`src/include/synth_cmd_map.svh`:
```
// Purpose: Offsets, field positions, reset values and timing counts of the command registers
// Assumes: Included by bare name; definitions only
// Notes on behaviour
// - Eight five-bit read/write command registers sit at addresses 0x00 to 0x07, the last three all reserved.
// - In master, mode codes 0000-0010 are forward master on an N x 1.544MHz reference and 0100-0110 on N x 2.048MHz.
// - In master, code 0011 is reverse master from 56kHz and 0111 from 64kHz, giving 1.544MHz and 2.048MHz.
// - Code 1000 is E1-to-T1 forward master giving 1.544MHz twice; code 1101 is high-speed reverse from 64kHz.
// - Codes 1001-1100 are fractional reverse master on a P x 56kHz or P x 64kHz reference.
// - In slave, codes 0000-1100 expect an 8kHz reference, while 1101 stays high-speed reverse on 64kHz.
// - Bit 0 of register 0x00 enables the first synthesizer loop when set.
// - Bit 0 of register 0x01 enables the second synthesizer loop when set.
// - Bits 4..1 of register 0x01 give the forward reference multiple N, at most 16.
// - Register 0x02 gives the first output multiple K in forward master, up to 32.
// - In fractional reverse master, register 0x02 gives the reference multiple P, up to 32.
// - In high-speed reverse, register 0x02 is multiplier M, which the controller sets only to 1, 2, 4 or 8.
// - A serial access opens with a direction bit (1 read), four address bits LSB first, two zeros and a don't-care bit.
// - Register 0x03 gives the second output multiple K in forward master, up to 32.
// - Each driver enable bit of register 0x04 turns its output driver on when set.
`ifndef SYNTH_CMD_MAP_SVH
`define SYNTH_CMD_MAP_SVH

`define REG_MODE_SYNTH1      3'h0
`define REG_INMULT_SYNTH2    3'h1
`define REG_OUT1_FACTOR      3'h2
`define REG_OUT2_FACTOR      3'h3
`define REG_DRIVE_LOCK       3'h4
`define REG_COUNT            8
`define REG_RESET_VALUE      5'h00

`define BIT_SYNTH_ENABLE     0
`define BIT_FRAME_SYNC_EN    4
`define BIT_OUT1_DRIVE_EN    3
`define BIT_OUT2_DRIVE_EN    2

`define HDR_BITS             4'h8
`define HDR_DATA_BITS        4'h5
`define WR_DATA_BITS         4'h8

`endif

```
`src/include/synth_cmd_pkg.sv`:
```
// Purpose: Types shared by the command register bank
// Assumes: Nothing beyond SystemVerilog packages
// Notes: Mode codes are the four-bit operating mode field
package synth_cmd_pkg;

    typedef enum logic [3:0] {
        mode_fwd_t1_5656   = 4'h0,
        mode_fwd_t1_5664   = 4'h1,
        mode_fwd_t1_6464   = 4'h2,
        mode_rev_56        = 4'h3,
        mode_fwd_e1_5656   = 4'h4,
        mode_fwd_e1_5664   = 4'h5,
        mode_fwd_e1_6464   = 4'h6,
        mode_rev_64        = 4'h7,
        mode_e1_to_t1      = 4'h8,
        mode_frac_56_t1e1  = 4'h9,
        mode_frac_56_t1t1  = 4'hA,
        mode_frac_64_e1t1  = 4'hB,
        mode_frac_64_e1e1  = 4'hC,
        mode_high_speed    = 4'hD,
        mode_rsvd_e        = 4'hE,
        mode_rsvd_f        = 4'hF
    } operating_mode_code_type;

    typedef enum logic [2:0] {
        ref_n_t1   = 3'h0,
        ref_n_e1   = 3'h1,
        ref_56k    = 3'h2,
        ref_64k    = 3'h3,
        ref_p_56k  = 3'h4,
        ref_p_64k  = 3'h5,
        ref_8k     = 3'h6,
        ref_none   = 3'h7
    } reference_kind_type;

    typedef enum logic [2:0] {
        out_k_56k  = 3'h0,
        out_k_64k  = 3'h1,
        out_t1     = 3'h2,
        out_e1     = 3'h3,
        out_m_e1   = 3'h4,
        out_none   = 3'h5
    } output_kind_type;

    typedef struct packed {
        logic                    fwd_family;
        logic                    frac_family;
        logic                    high_speed;
        logic                    reserved_code;
        reference_kind_type      ref_kind;
        output_kind_type         out1_kind;
        output_kind_type         out2_kind;
    } mode_decode_type;

    typedef struct packed {
        logic       synth_one_enable;
        logic       synth_two_enable;
        logic [3:0] input_multiple_n;
        logic [4:0] out1_factor;
        logic [4:0] out2_factor;
        logic [5:0] ref_multiple;
        logic [4:0] out1_multiple_m;
        logic       frame_sync_drive_enable;
        logic       first_output_drive_enable;
        logic       second_output_drive_enable;
        logic [1:0] lock_indicator_select;
    } synth_control_type;

endpackage : synth_cmd_pkg
```
`src/hdl/mode_decoder.sv`:
```
// Purpose: Decodes the operating mode code into reference and output kinds
// Assumes: Slave selects the slave table
// Notes: Purely combinational
`timescale 1ns/1ps
`default_nettype none
module mode_decoder
    import synth_cmd_pkg::*;
(
    input  wire synth_cmd_pkg::operating_mode_code_type code,
    input  wire logic                                  slave_config,
    output synth_cmd_pkg::mode_decode_type             decode
);
    always_comb begin
        decode = '{1'b0, 1'b0, 1'b0, 1'b0, ref_none, out_none, out_none};
        case (code)
            mode_fwd_t1_5656, mode_fwd_e1_5656: begin
                decode.fwd_family = 1'b1;
                decode.out1_kind  = out_k_56k;
                decode.out2_kind  = out_k_56k;
            end
            mode_fwd_t1_5664, mode_fwd_e1_5664: begin
                decode.fwd_family = 1'b1;
                decode.out1_kind  = out_k_56k;
                decode.out2_kind  = out_k_64k;
            end
            mode_fwd_t1_6464, mode_fwd_e1_6464: begin
                decode.fwd_family = 1'b1;
                decode.out1_kind  = out_k_64k;
                decode.out2_kind  = out_k_64k;
            end
            mode_rev_56, mode_rev_64, mode_frac_56_t1e1: begin
                decode.out1_kind = out_t1;
                decode.out2_kind = out_e1;
            end
            mode_e1_to_t1: begin
                decode.fwd_family = ~slave_config;
                decode.out1_kind  = slave_config ? out_k_56k : out_t1;
                decode.out2_kind  = slave_config ? out_k_64k : out_t1;
            end
            mode_frac_56_t1t1: begin
                decode.out1_kind = out_t1;
                decode.out2_kind = out_t1;
            end
            mode_frac_64_e1t1: begin
                decode.out1_kind = out_e1;
                decode.out2_kind = out_t1;
            end
            mode_frac_64_e1e1: begin
                decode.out1_kind = out_e1;
                decode.out2_kind = out_e1;
            end
            mode_high_speed: begin
                decode.high_speed = 1'b1;
                decode.out1_kind  = out_m_e1;
                decode.out2_kind  = out_m_e1;
            end
            default: begin
                decode.reserved_code = 1'b1;
            end
        endcase
        // Fractional codes in master only; slave treats them as plain reverse
        decode.frac_family = ~slave_config && (code >= mode_frac_56_t1e1)
                             && (code <= mode_frac_64_e1e1);
        case (code)
            mode_fwd_t1_5656, mode_fwd_t1_5664, mode_fwd_t1_6464: decode.ref_kind = ref_n_t1;
            mode_fwd_e1_5656, mode_fwd_e1_5664, mode_fwd_e1_6464,
            mode_e1_to_t1:                                         decode.ref_kind = ref_n_e1;
            mode_rev_56:                                           decode.ref_kind = ref_56k;
            mode_rev_64, mode_high_speed:                          decode.ref_kind = ref_64k;
            mode_frac_56_t1e1, mode_frac_56_t1t1:                  decode.ref_kind = ref_p_56k;
            mode_frac_64_e1t1, mode_frac_64_e1e1:                  decode.ref_kind = ref_p_64k;
            default:                                               decode.ref_kind = ref_none;
        endcase
        if (slave_config && !decode.high_speed && !decode.reserved_code) begin
            decode.ref_kind = ref_8k;
        end
    end
endmodule : mode_decoder
`default_nettype wire

```
`src/hdl/pin_sync.sv`:
```
// Purpose: Three-stage input synchroniser with agreement filter
// Assumes: Inputs are asynchronous pins
// Notes: Output changes once stages two and three agree
`timescale 1ns/1ps
`default_nettype none
module pin_sync #(
    parameter int WIDTH = 1
) (
    input  wire logic             sys_clk,
    input  wire logic             rst,
    input  wire logic [WIDTH-1:0] pin_in,
    output logic      [WIDTH-1:0] pin_out
);
    logic [WIDTH-1:0] stage1;
    logic [WIDTH-1:0] stage2;
    logic [WIDTH-1:0] stage3;

    always_ff @(posedge sys_clk) begin
        stage1 <= pin_in;
        stage2 <= stage1;
        stage3 <= stage2;
    end

    genvar i;
    generate
        for (i = 0; i < WIDTH; i++) begin : g_agree
            always_ff @(posedge sys_clk) begin
                if (rst) begin
                    pin_out[i] <= 1'b1;
                end else if (stage2[i] == stage3[i]) begin
                    pin_out[i] <= stage3[i];
                end
            end
        end
    endgenerate
endmodule : pin_sync
`default_nettype wire

```
`src/hdl/synth_command_registers.sv`:
```
// Purpose: Command register bank of a dual synthesizer behind a four-wire serial port
// Assumes: Serial pins are asynchronous to sys_clk and far slower (one bit per several clocks)
// Notes: Serial clock is sampled as a pin, not used as a clock
`timescale 1ns/1ps
`default_nettype none
`include "synth_cmd_map.svh"
module synth_command_registers
    import synth_cmd_pkg::*;
#(
    parameter int REG_WIDTH = 5
) (
    input  wire logic                          sys_clk,
    input  wire logic                          rst,
    input  wire logic                          chip_select_low,
    input  wire logic                          serial_clock,
    input  wire logic                          serial_in,
    output logic                               serial_out,
    output logic                               serial_out_en,
    input  wire logic                          slave_config,
    output synth_cmd_pkg::operating_mode_code_type operating_mode_code,
    output synth_cmd_pkg::mode_decode_type     mode_decode,
    output synth_cmd_pkg::synth_control_type   synth_control
);
    import synth_cmd_pkg::*;

    // ---------------------------------------------------------------
    // Pin synchronisation
    // ---------------------------------------------------------------
    logic [2:0] pins_sync;
    pin_sync #(.WIDTH(3)) u_pin_sync (
        .sys_clk (sys_clk),
        .rst     (rst),
        .pin_in  ({chip_select_low, serial_clock, serial_in}),
        .pin_out (pins_sync)
    );

    wire cs_active = ~pins_sync[2];
    wire sclk_now  = pins_sync[1];
    wire sdi_now   = pins_sync[0];

    logic sclk_prev;
    always_ff @(posedge sys_clk) begin
        if (rst) begin
            sclk_prev <= 1'b0;
        end else begin
            sclk_prev <= sclk_now;
        end
    end

    wire sclk_rise = cs_active & sclk_now & ~sclk_prev;
    wire sclk_fall = cs_active & ~sclk_now & sclk_prev;

    // ---------------------------------------------------------------
    // Serial frame state
    // ---------------------------------------------------------------
    typedef enum logic [1:0] {
        st_idle   = 2'b00,
        st_header = 2'b01,
        st_read   = 2'b10,
        st_write  = 2'b11
    } frame_state_type;

    frame_state_type        state;
    frame_state_type        next_state;
    logic [3:0]             bit_count;
    logic [3:0]             next_bit_count;
    logic [7:0]             header;
    logic [7:0]             wr_shift;
    logic [REG_WIDTH-1:0]   rd_shift;
    logic [REG_WIDTH-1:0]   regs [`REG_COUNT];

    // Header arrives LSB first into bit 0: direction, A0..A3, zeros, don't care
    wire       hdr_read  = header[0];
    wire [3:0] hdr_addr  = header[4:1];
    wire [2:0] reg_index = hdr_addr[2:0];
    // Addresses above 0x07 or with nonzero padding bits hit no register
    wire       addr_ok   = (hdr_addr[3] == 1'b0);
    wire       header_done = (state == st_header) && sclk_rise
                             && (bit_count == `HDR_BITS - 4'h1);
    wire [7:0] header_full = {sdi_now, header[7:1]};
    wire       full_read   = header_full[0];
    wire       full_ok     = (header_full[4] == 1'b0) && (header_full[6:5] == 2'b00);
    wire [2:0] full_index  = header_full[3:1];
    wire       write_done = (state == st_write) && sclk_rise
                            && (bit_count == `WR_DATA_BITS - 4'h1);
    wire [7:0] wr_full    = {sdi_now, wr_shift[7:1]};

    always_comb begin
        next_state     = state;
        next_bit_count = bit_count;
        case (state)
            st_idle: begin
                next_bit_count = 4'h0;
                if (cs_active) begin
                    next_state = st_header;
                end
            end
            st_header: begin
                if (sclk_rise) begin
                    next_bit_count = bit_count + 4'h1;
                end
                if (header_done) begin
                    next_bit_count = 4'h0;
                    next_state     = full_read ? st_read : st_write;
                end
            end
            st_read: begin
                if (sclk_fall) begin
                    next_bit_count = bit_count + 4'h1;
                end
            end
            st_write: begin
                if (sclk_rise) begin
                    next_bit_count = bit_count + 4'h1;
                end
                if (write_done) begin
                    next_state = st_idle;
                end
            end
            default: begin
                next_state = st_idle;
            end
        endcase
        // Deselect aborts any frame; a half-written word is discarded
        if (!cs_active) begin
            next_state = st_idle;
        end
    end

    always_ff @(posedge sys_clk) begin
        if (rst) begin
            state     <= st_idle;
            bit_count <= 4'h0;
        end else begin
            state     <= next_state;
            bit_count <= next_bit_count;
        end
    end

    always_ff @(posedge sys_clk) begin
        if (rst) begin
            header <= 8'h00;
        end else if (state == st_header && sclk_rise) begin
            header <= header_full;
        end
    end

    always_ff @(posedge sys_clk) begin
        if (rst) begin
            wr_shift <= 8'h00;
        end else if (state == st_write && sclk_rise) begin
            wr_shift <= wr_full;
        end
    end

    // ---------------------------------------------------------------
    // Register storage
    // ---------------------------------------------------------------
    // Eight data bits are clocked in; the register keeps the low five
    genvar r;
    generate
        for (r = 0; r < `REG_COUNT; r++) begin : g_reg
            always_ff @(posedge sys_clk) begin
                if (rst) begin
                    regs[r] <= `REG_RESET_VALUE;
                end else if (write_done && addr_ok && !hdr_read
                             && header[6:5] == 2'b00 && reg_index == 3'(r)) begin
                    regs[r] <= wr_full[REG_WIDTH-1:0];
                end
            end
        end
    endgenerate

    // ---------------------------------------------------------------
    // Read path
    // ---------------------------------------------------------------
    // Data is loaded at header end and shifted out on falling serial clock
    wire [REG_WIDTH-1:0] read_word = full_ok ? regs[full_index] : '0;

    always_ff @(posedge sys_clk) begin
        if (rst) begin
            rd_shift <= '0;
        end else if (header_done && full_read) begin
            rd_shift <= read_word;
        end else if (state == st_read && sclk_fall && bit_count != 4'h0) begin
            rd_shift <= {1'b0, rd_shift[REG_WIDTH-1:1]};
        end
    end

    // Driver turns on at the first falling edge after the header and stays for five bits
    always_ff @(posedge sys_clk) begin
        if (rst) begin
            serial_out    <= 1'b0;
            serial_out_en <= 1'b0;
        end else if (state == st_read && sclk_fall && bit_count < `HDR_DATA_BITS) begin
            serial_out    <= (bit_count == 4'h0) ? rd_shift[0] : rd_shift[1];
            serial_out_en <= 1'b1;
        end else if (state != st_read
                     || (sclk_fall && bit_count >= `HDR_DATA_BITS)) begin
            serial_out    <= 1'b0;
            serial_out_en <= 1'b0;
        end
    end

    // ---------------------------------------------------------------
    // Control fields
    // ---------------------------------------------------------------
    wire [4:0] reg0 = regs[`REG_MODE_SYNTH1];
    wire [4:0] reg1 = regs[`REG_INMULT_SYNTH2];
    wire [4:0] reg2 = regs[`REG_OUT1_FACTOR];
    wire [4:0] reg3 = regs[`REG_OUT2_FACTOR];
    wire [4:0] reg4 = regs[`REG_DRIVE_LOCK];

    assign operating_mode_code = operating_mode_code_type'(reg0[4:1]);

    mode_decoder u_mode_decoder (
        .code         (operating_mode_code),
        .slave_config (slave_config),
        .decode       (mode_decode)
    );

    // Field value 0 stands for the top multiple (16 or 32), giving 1..16 and 1..32
    wire [5:0] n_value = (reg1[4:1] == 4'h0) ? 6'd16 : {2'b00, reg1[4:1]};
    wire [5:0] p_value = (reg2 == 5'h00) ? 6'd32 : {1'b0, reg2};

    always_comb begin
        synth_control.synth_one_enable  = reg0[`BIT_SYNTH_ENABLE];
        synth_control.synth_two_enable  = reg1[`BIT_SYNTH_ENABLE];
        synth_control.input_multiple_n  = reg1[4:1];
        synth_control.out1_factor       = reg2;
        synth_control.out2_factor       = reg3;
        synth_control.ref_multiple      = 6'd1;
        if (mode_decode.fwd_family || operating_mode_code == mode_e1_to_t1) begin
            synth_control.ref_multiple  = n_value;
        end else if (mode_decode.frac_family) begin
            synth_control.ref_multiple  = p_value;
        end
        // Only 1, 2, 4 and 8 are legal; anything else falls back to 1
        case (reg2)
            5'h01, 5'h02, 5'h04, 5'h08: synth_control.out1_multiple_m = reg2;
            default:                    synth_control.out1_multiple_m = 5'h01;
        endcase
        synth_control.frame_sync_drive_enable    = reg4[`BIT_FRAME_SYNC_EN];
        synth_control.first_output_drive_enable  = reg4[`BIT_OUT1_DRIVE_EN];
        synth_control.second_output_drive_enable = reg4[`BIT_OUT2_DRIVE_EN];
        synth_control.lock_indicator_select      = reg4[1:0];
    end
endmodule : synth_command_registers
`default_nettype wire

```
`config.mk`:
```
export PLATFORM = sky130hd
export DESIGN_NAME = synth_command_registers
export DESIGN_NICKNAME = d
export VERILOG_FILES = /design/src/include/synth_cmd_pkg.sv /design/src/hdl/mode_decoder.sv /design/src/hdl/pin_sync.sv /design/src/hdl/synth_command_registers.sv
export VERILOG_INCLUDE_DIRS = /design/src /design/src/include
export SDC_FILE = /design/constraint.sdc
export NUM_CORES = 1
export LEC_CHECK = 0
export ABC_AREA = 1
export BUFFER_PORTS_ARGS = -buffer_cell sky130_fd_sc_hd__buf_2
export CORE_MARGIN = 8
export CORE_UTILIZATION = 57
export DETAILED_ROUTE_END_ITERATION = 12
export PLACE_DENSITY = 0.79
export SYNTH_ARGS = -nofsm -noshare
export SYNTH_HDL_FRONTEND = slang
export SYNTH_SLANG_ARGS = --single-unit
```
`constraint.sdc`:
```
create_clock -name sys_clk -period 2.4 [get_ports sys_clk]
set_input_delay 0.24 -clock sys_clk [delete_from_list [all_inputs] [get_ports sys_clk]]
set_output_delay 0.24 -clock sys_clk [all_outputs]
set_load 0.02 [all_outputs]
```
==> metrics, run 1 <==
status=finished clean; top achievable clock speed=436.7 MHz; Routed Antenna Nets=0; TritonCTS clock tree=yes; WS Path Type=reg2out; Synth top area share=roughly 29%; total power=~2900 µW; Initial Util=between 50% and 60%; synthesized area=~4100 µm²; num rows=31; FF+latch count, synth=84; worst path buffer plus inverter count=3; cell family with most CP delay=simple AND/OR/NAND/NOR gates; crit path launch type=flip-flop; Yosys cell types=29; Initial DRC Count=210; Fillers=roughly 610; ys flop type=dfxtp_1; pin count of the biggest net entering global routing=21; First-pass DRT Iterations=5; CP startpoint=regs[0][1]; gr ovfl total=0; synthesized area per cell=~8 µm²; share of cells above drive strength 1=19.57%; I/O Buffers=55; top cells by area, synth=edfxtp_1, dfxtp_1, nand2_1; critical path peak fanout=6; I/O pin cnt=57; die height=about 100 µm; CP max-delay cell=edfxtp_1; maxcap violations=0; hold slack=between 150 and 200 ps; CP Capture Type=output pin; Crit path arrival time=~2000 ps; Final Cycle Share=~95%; initial antenna violation count=0; worst-margin pin slew=about 600 ps; Relative slew margins=60.16%; RR Startpoint=bit_count[1]; worst-path cell chain=inv_2 -> ha_1 -> nand2_1 -> nor2_2 -> nor2_1 -> nand2_1 -> inv_2 -> nand3_4 -> nand2_2 -> o21ai_0 -> buf_2; Fin Clk Skew=18.44 ps; WL/cell=approximately 13 µm; Finished Layout Cells=roughly 700; CTS Buffer Depth=2; CTS sink count=84; Worst VDD drop=roughly 0.55 mV; Cells after Synth=531; chip width=just over 100 µm; pre-CTS setup slack=roughly 420 ps; vias in the first global route=between 3000 and 4000; Synth area leader=edfxtp_1; CTS Root Cell=clkbuf_8; dpl hpwl=7085 µm; max incr delay on CP=approximately 460 ps; via count=roughly 3600; Worst Hold Class=in2reg; leakage=between 0.002 and 0.0025 µW; first-pass GRT wire length=15670 µm; Worst Path Required=around 2200 ps; ratio of total power to cell area=between 500 and 600 nW/µm²; syn_nets=~540; Slew Limit Fails=0; Tot GR Track Use=between 10% and 20%; Seq/Total Area, Yosys=50.30%; placed cell count=682; HP Start=rst; Syn. warnings=0; PnR worst setup slack=between 100 and 150 ps; Core ar.=between 7000 and 8000 µm²; H-tree levels=3; Final Hold Fails=0; DRT Wirelength=approximately 9500 µm; area grow syn2layout=16.96%; gpl congestion=approximately 0.9; Period minus WS final=between 2000 and 2500 ps; clk_lat worst skew=between 300 and 400 ps; DR vias/cell=5.072; Clock transition at path regs=110 ps; drt drc=0; die area=~10000 µm²; Num CTS Buffers=9; final net count=approximately 620; n_diodes=0; number of synthesized flops with an enable pin=40; final setup fails=0; fin util=just under 70%; Async SR Flop Fraction=0%
per-layer routing:
layer / up-vias / GRT usage [%] / part of all wire [%]
li1: 1837 / - / -
met2: 122 / 32.19 / 46
met4: 0 / 8.820 / 2.4
met3: 20 / 4.192 / 7.6
met1: 1607 / 22.93 / 43
met5: - / 0 / 0
area by class of cell:
class | instances | area [µm²] | share of cell area [%]
inverters | 87 | 326.6 | 6.746
repair buffers | 75 | 432.9 | 8.943
multi-input cells | 346 | 1678 | 34.66
flip-flops and latches | 84 | 2082 | 43.01
well taps | 99 | 123.9 | 2.559
clock inverters | 7 | 73.82 | 1.525
clock buffers | 9 | 123.9 | 2.559
flip-flops by register name, summed over array words and instances (netlist names), 2 cells and up, named ones only:
name,cells
header,8
u_pin_sync.pin_out,3
state,2
u_pin_sync.stage2,3
u_pin_sync.stage1,3
bit_count,4
wr_shift,7
u_pin_sync.stage3,3
rd_shift,5
regs,40
where the power goes:
part | total (µW) | switching [µW] | internal, µW
clock | 995 | 579 | 416
combinational | 325 | 216 | 109
sequential | 1580 | 32.6 | 1540
Yosys cell counts (3+ instances only):
library cell,n
nand2_1,124
inv_1,78
nor2_1,76
dfxtp_1,44
edfxtp_1,40
o21ai_0,38
nand3_1,33
a21oi_1,26
nand4_1,8
nand4_2,8
ha_1,7
nor2_2,7
clkbuf_1,6
clkinv_1,6
buf_2,5
o22ai_1,4
buf_4,3
inv_2,3
nand2_2,3
timing repair:
item	CTS	global route
hold endpoints to repair	3	0
hold buffers	3	0
endpoints found under the setup margin	0	14
gates resized for setup	0	8
buffers inserted	0	6
cell families (layout without fill, tap and decap cells):
group,count (synthesis),count (layout),synth area share [%]
and+or+nand+nor,267,267,28.93
buffers and inverters,101,178,9.583
DFF,84,84,50.30
AOI/OAI and AO/OA,70,70,8.736
adders and majority gates,8,8,2.358
other,1,1,0.09060
layout by cell type, fill, tap and decap left out, drive strengths merged, types with 3 or more instances in the layout:
| cell | count |
|---|---|
| o22ai | 4 |
| o21ai | 39 |
| a21oi | 26 |
| nor2 | 84 |
| ha | 7 |
| buf | 72 |
| nand4 | 16 |
| clkbuf | 9 |
| inv | 86 |
| nand2 | 127 |
| dfxtp | 44 |
| edfxtp | 40 |
| nand3 | 34 |
| dlygate4sd3 | 3 |
| clkinv | 8 |
path summary, 6_finish.rpt:
kind / endpoint / slack (ps) / cells after the start
setup / recovery: mode_decode[8] / 110 / 11
hold / removal: sclk_prev / 200 / 2
setup reg to reg: regs[3][0] / 420 / 8
hold reg to reg: u_pin_sync.stage2[2] / 340 / 0
through the flow:
| step | area, µm² | TNS, ps |
|---|---|---|
| 3_5_place_dp | 4551 | 0 |
| 3_3_place_gp | 4551 | 0 |
| 2_1_floorplan | 4139 | 0 |
| 6_report | 4841 | 0 |
| 4_1_cts | 4778 | 0 |
| 5_1_grt | 4841 | -143.4 |
Note: power is estimated with default switching activity, not from simulation.
==> run 2, diff against run 1 <==
--- a/config.mk
+++ b/config.mk
@@ -8,10 +8,10 @@
 export LEC_CHECK = 0
 export ABC_AREA = 1
 export BUFFER_PORTS_ARGS = -buffer_cell sky130_fd_sc_hd__buf_2
-export CORE_MARGIN = 8
-export CORE_UTILIZATION = 57
+export CORE_UTILIZATION = 59
+export CTS_BUF_LIST = sky130_fd_sc_hd__clkbuf_8
 export DETAILED_ROUTE_END_ITERATION = 12
-export PLACE_DENSITY = 0.79
+export PLACE_DENSITY = 0.82
 export SYNTH_ARGS = -nofsm -noshare
 export SYNTH_HDL_FRONTEND = slang
 export SYNTH_SLANG_ARGS = --single-unit
==> metrics, run 2 (synthesis results as in run 1) <==
vias in the first global route=3300; DRT Wirelength=9274 µm; PnR worst setup slack=between 100 and 150 ps; CTS Buffer Depth=2; final net count=~610; pin count of the biggest net entering global routing=30; DR vias/cell=5.312; P_sw=767.8 µW; die height=about 86 µm; Tot GR Track Use=26.40%; Routed Antenna Nets=0; Worst Path Required=2160 ps; Sw Share=26.47%; Final Cycle Share=between 90 and 100%; initial antenna violation count=0; Clock transition at path regs=approximately 90 ps; CTS Root Cell=clkbuf_8; I/O pin cnt=57; leading cell type in the layout, fill and taps excluded=nand2_1; fin util=between 70% and 80%; crit path launch type=flip-flop; Finished Layout Cells=around 700; R2R cell count=8; Top reg by flops=regs; Num CTS Buffers=9; top achievable clock speed=436.5 MHz; Hold Path Stages=2; gr ovfl total=0; ratio of total power to cell area=606.0 nW/µm²; via count=roughly 3700; num rows=30; Final Hold Fails=0; n_diodes=0; RSZ-0062 raised after global routing=true; Worst Hold Class=in2reg; dpl cell area=4547 µm²; pre-CTS setup slack=between 400 and 500 ps; Initial Util=60.92%; clk_lat worst skew=between 300 and 400 ps; worst-margin pin slew=approximately 630 ps; Top Registers=regs (40), header (8), wr_shift (7); Slew Limit Fails=0; area grow syn2layout=15.66%; Worst VDD drop=around 0.38 mV; leakage=approximately 0.0022 µW; Comb power frac=approximately a tenth; die area=roughly 7400 µm²; critical path peak fanout=6; share of cells above drive strength 1=18.57%; Initial DRC Count=about 240; Crit path arrival time=a little over 2000 ps; sequential share of power=between 50 and 60%; Fin Clk Skew=10.33 ps; TritonCTS clock tree=yes; gpl congestion=0.8630; chip width=85.76 µm; Int Pwr=around 2100 µW; most frequent cells in the layout=nand2_1, inv_1, nor2_1; final setup fails=0; drt drc=0; WS Path Type=reg2out; dpl hpwl=about 6700 µm; Finished Cell Area=4787 µm²; max reg flops=40; maxcap violations=0; Period minus WS final=approximately 2300 ps; status=finished clean; I/O Buffers=55; Core ar.=~6800 µm²; setup TNS=0 ps; Clock power frac=34.9%; first-pass GRT wire length=approximately 15000 µm; placed cell count=679; WL/cell=13.27 µm; Relative slew margins=approximately three fifths; CTS sink count=84; First-pass DRT Iterations=5; CP Capture Type=output pin; H-tree levels=3
==> run 2: changes by cell type in the layout (fill, tap and decap cells not counted), sizes merged <==
cell / previous run / this run
inv: 86 / 85
bufinv: 0 / 1
buf: 72 / 67
==> run 2: repair_timing <==
| action | 4_1_cts | 5_1_grt |
|---|---|---|
| setup buffers | 0 | 1 |
| endpoints found under the setup margin | 0 | 13 |
| hold endpoints to repair | 3 | 0 |
| hold buffers | 3 | 0 |
| resized for setup | 0 | 5 |
==> run 2: worst max-delay path, stage by stage (launching register included) <==
cell,delay [ps]
edfxtp_1,430
buf_4,160
ha_1,210
nor2_1,130
o21ai_0,100
nor2_1,170
nand3_2,150
nand2_1,110
o21ai_0,70
buf_2,160
==> run 2: metal layers <==
| layer | GRT usage, % | share of wire, % | vias to the layer above |
|---|---|---|---|
| met5 | 0 | 0 | - |
| met4 | 11.52 | 3.2 | 0 |
| met3 | 4.812 | 5.9 | 33 |
| met2 | 44.58 | 48 | 152 |
| met1 | 33.42 | 43 | 1692 |
| li1 | - | - | 1836 |
==> run 2: path summary, 6_finish.rpt <==
path / startpoint / to / slack, ps
worst max register to register: bit_count[0] / regs[7][2] / 350
worst max-delay path: regs[0][1] / mode_decode[8] / 110
worst min-delay path: rst / serial_out_en / 190
worst min register to register: u_pin_sync.stage1[0] / u_pin_sync.stage2[0] / 330
==> run 2: per-stage QoR <==
stage                     total power [µW]  hold WS [ps]
after floorplan                       1817         267.7
after global placement                1903         310.5
after detailed placement              1912         313.8
after CTS                             2896         180.9
after global routing                  3005         190.8
final                                 2901         188.7
==> run 2: power by group through the flow <==
stage	logic [µW]	registers, µW	clock network (µW)
after floorplan	188	1630	0
after global placement	297	1610	0
after CTS	307	1580	1010
final	311	1580	1010
after detailed placement	303	1610	0
after global routing	342	1580	1080
==> run 2: cell type report <==
type | instances | area, µm²
Sequential cell | 84 | 2082
Clock inverter | 7 | 71.32
Fill cell | 543 | 2007
Tap cell | 96 | 120.1
Clock buffer | 9 | 123.9
Multi-Input combinational cell | 346 | 1668
Inverter | 87 | 326.6
Timing Repair Buffer | 70 | 395.4
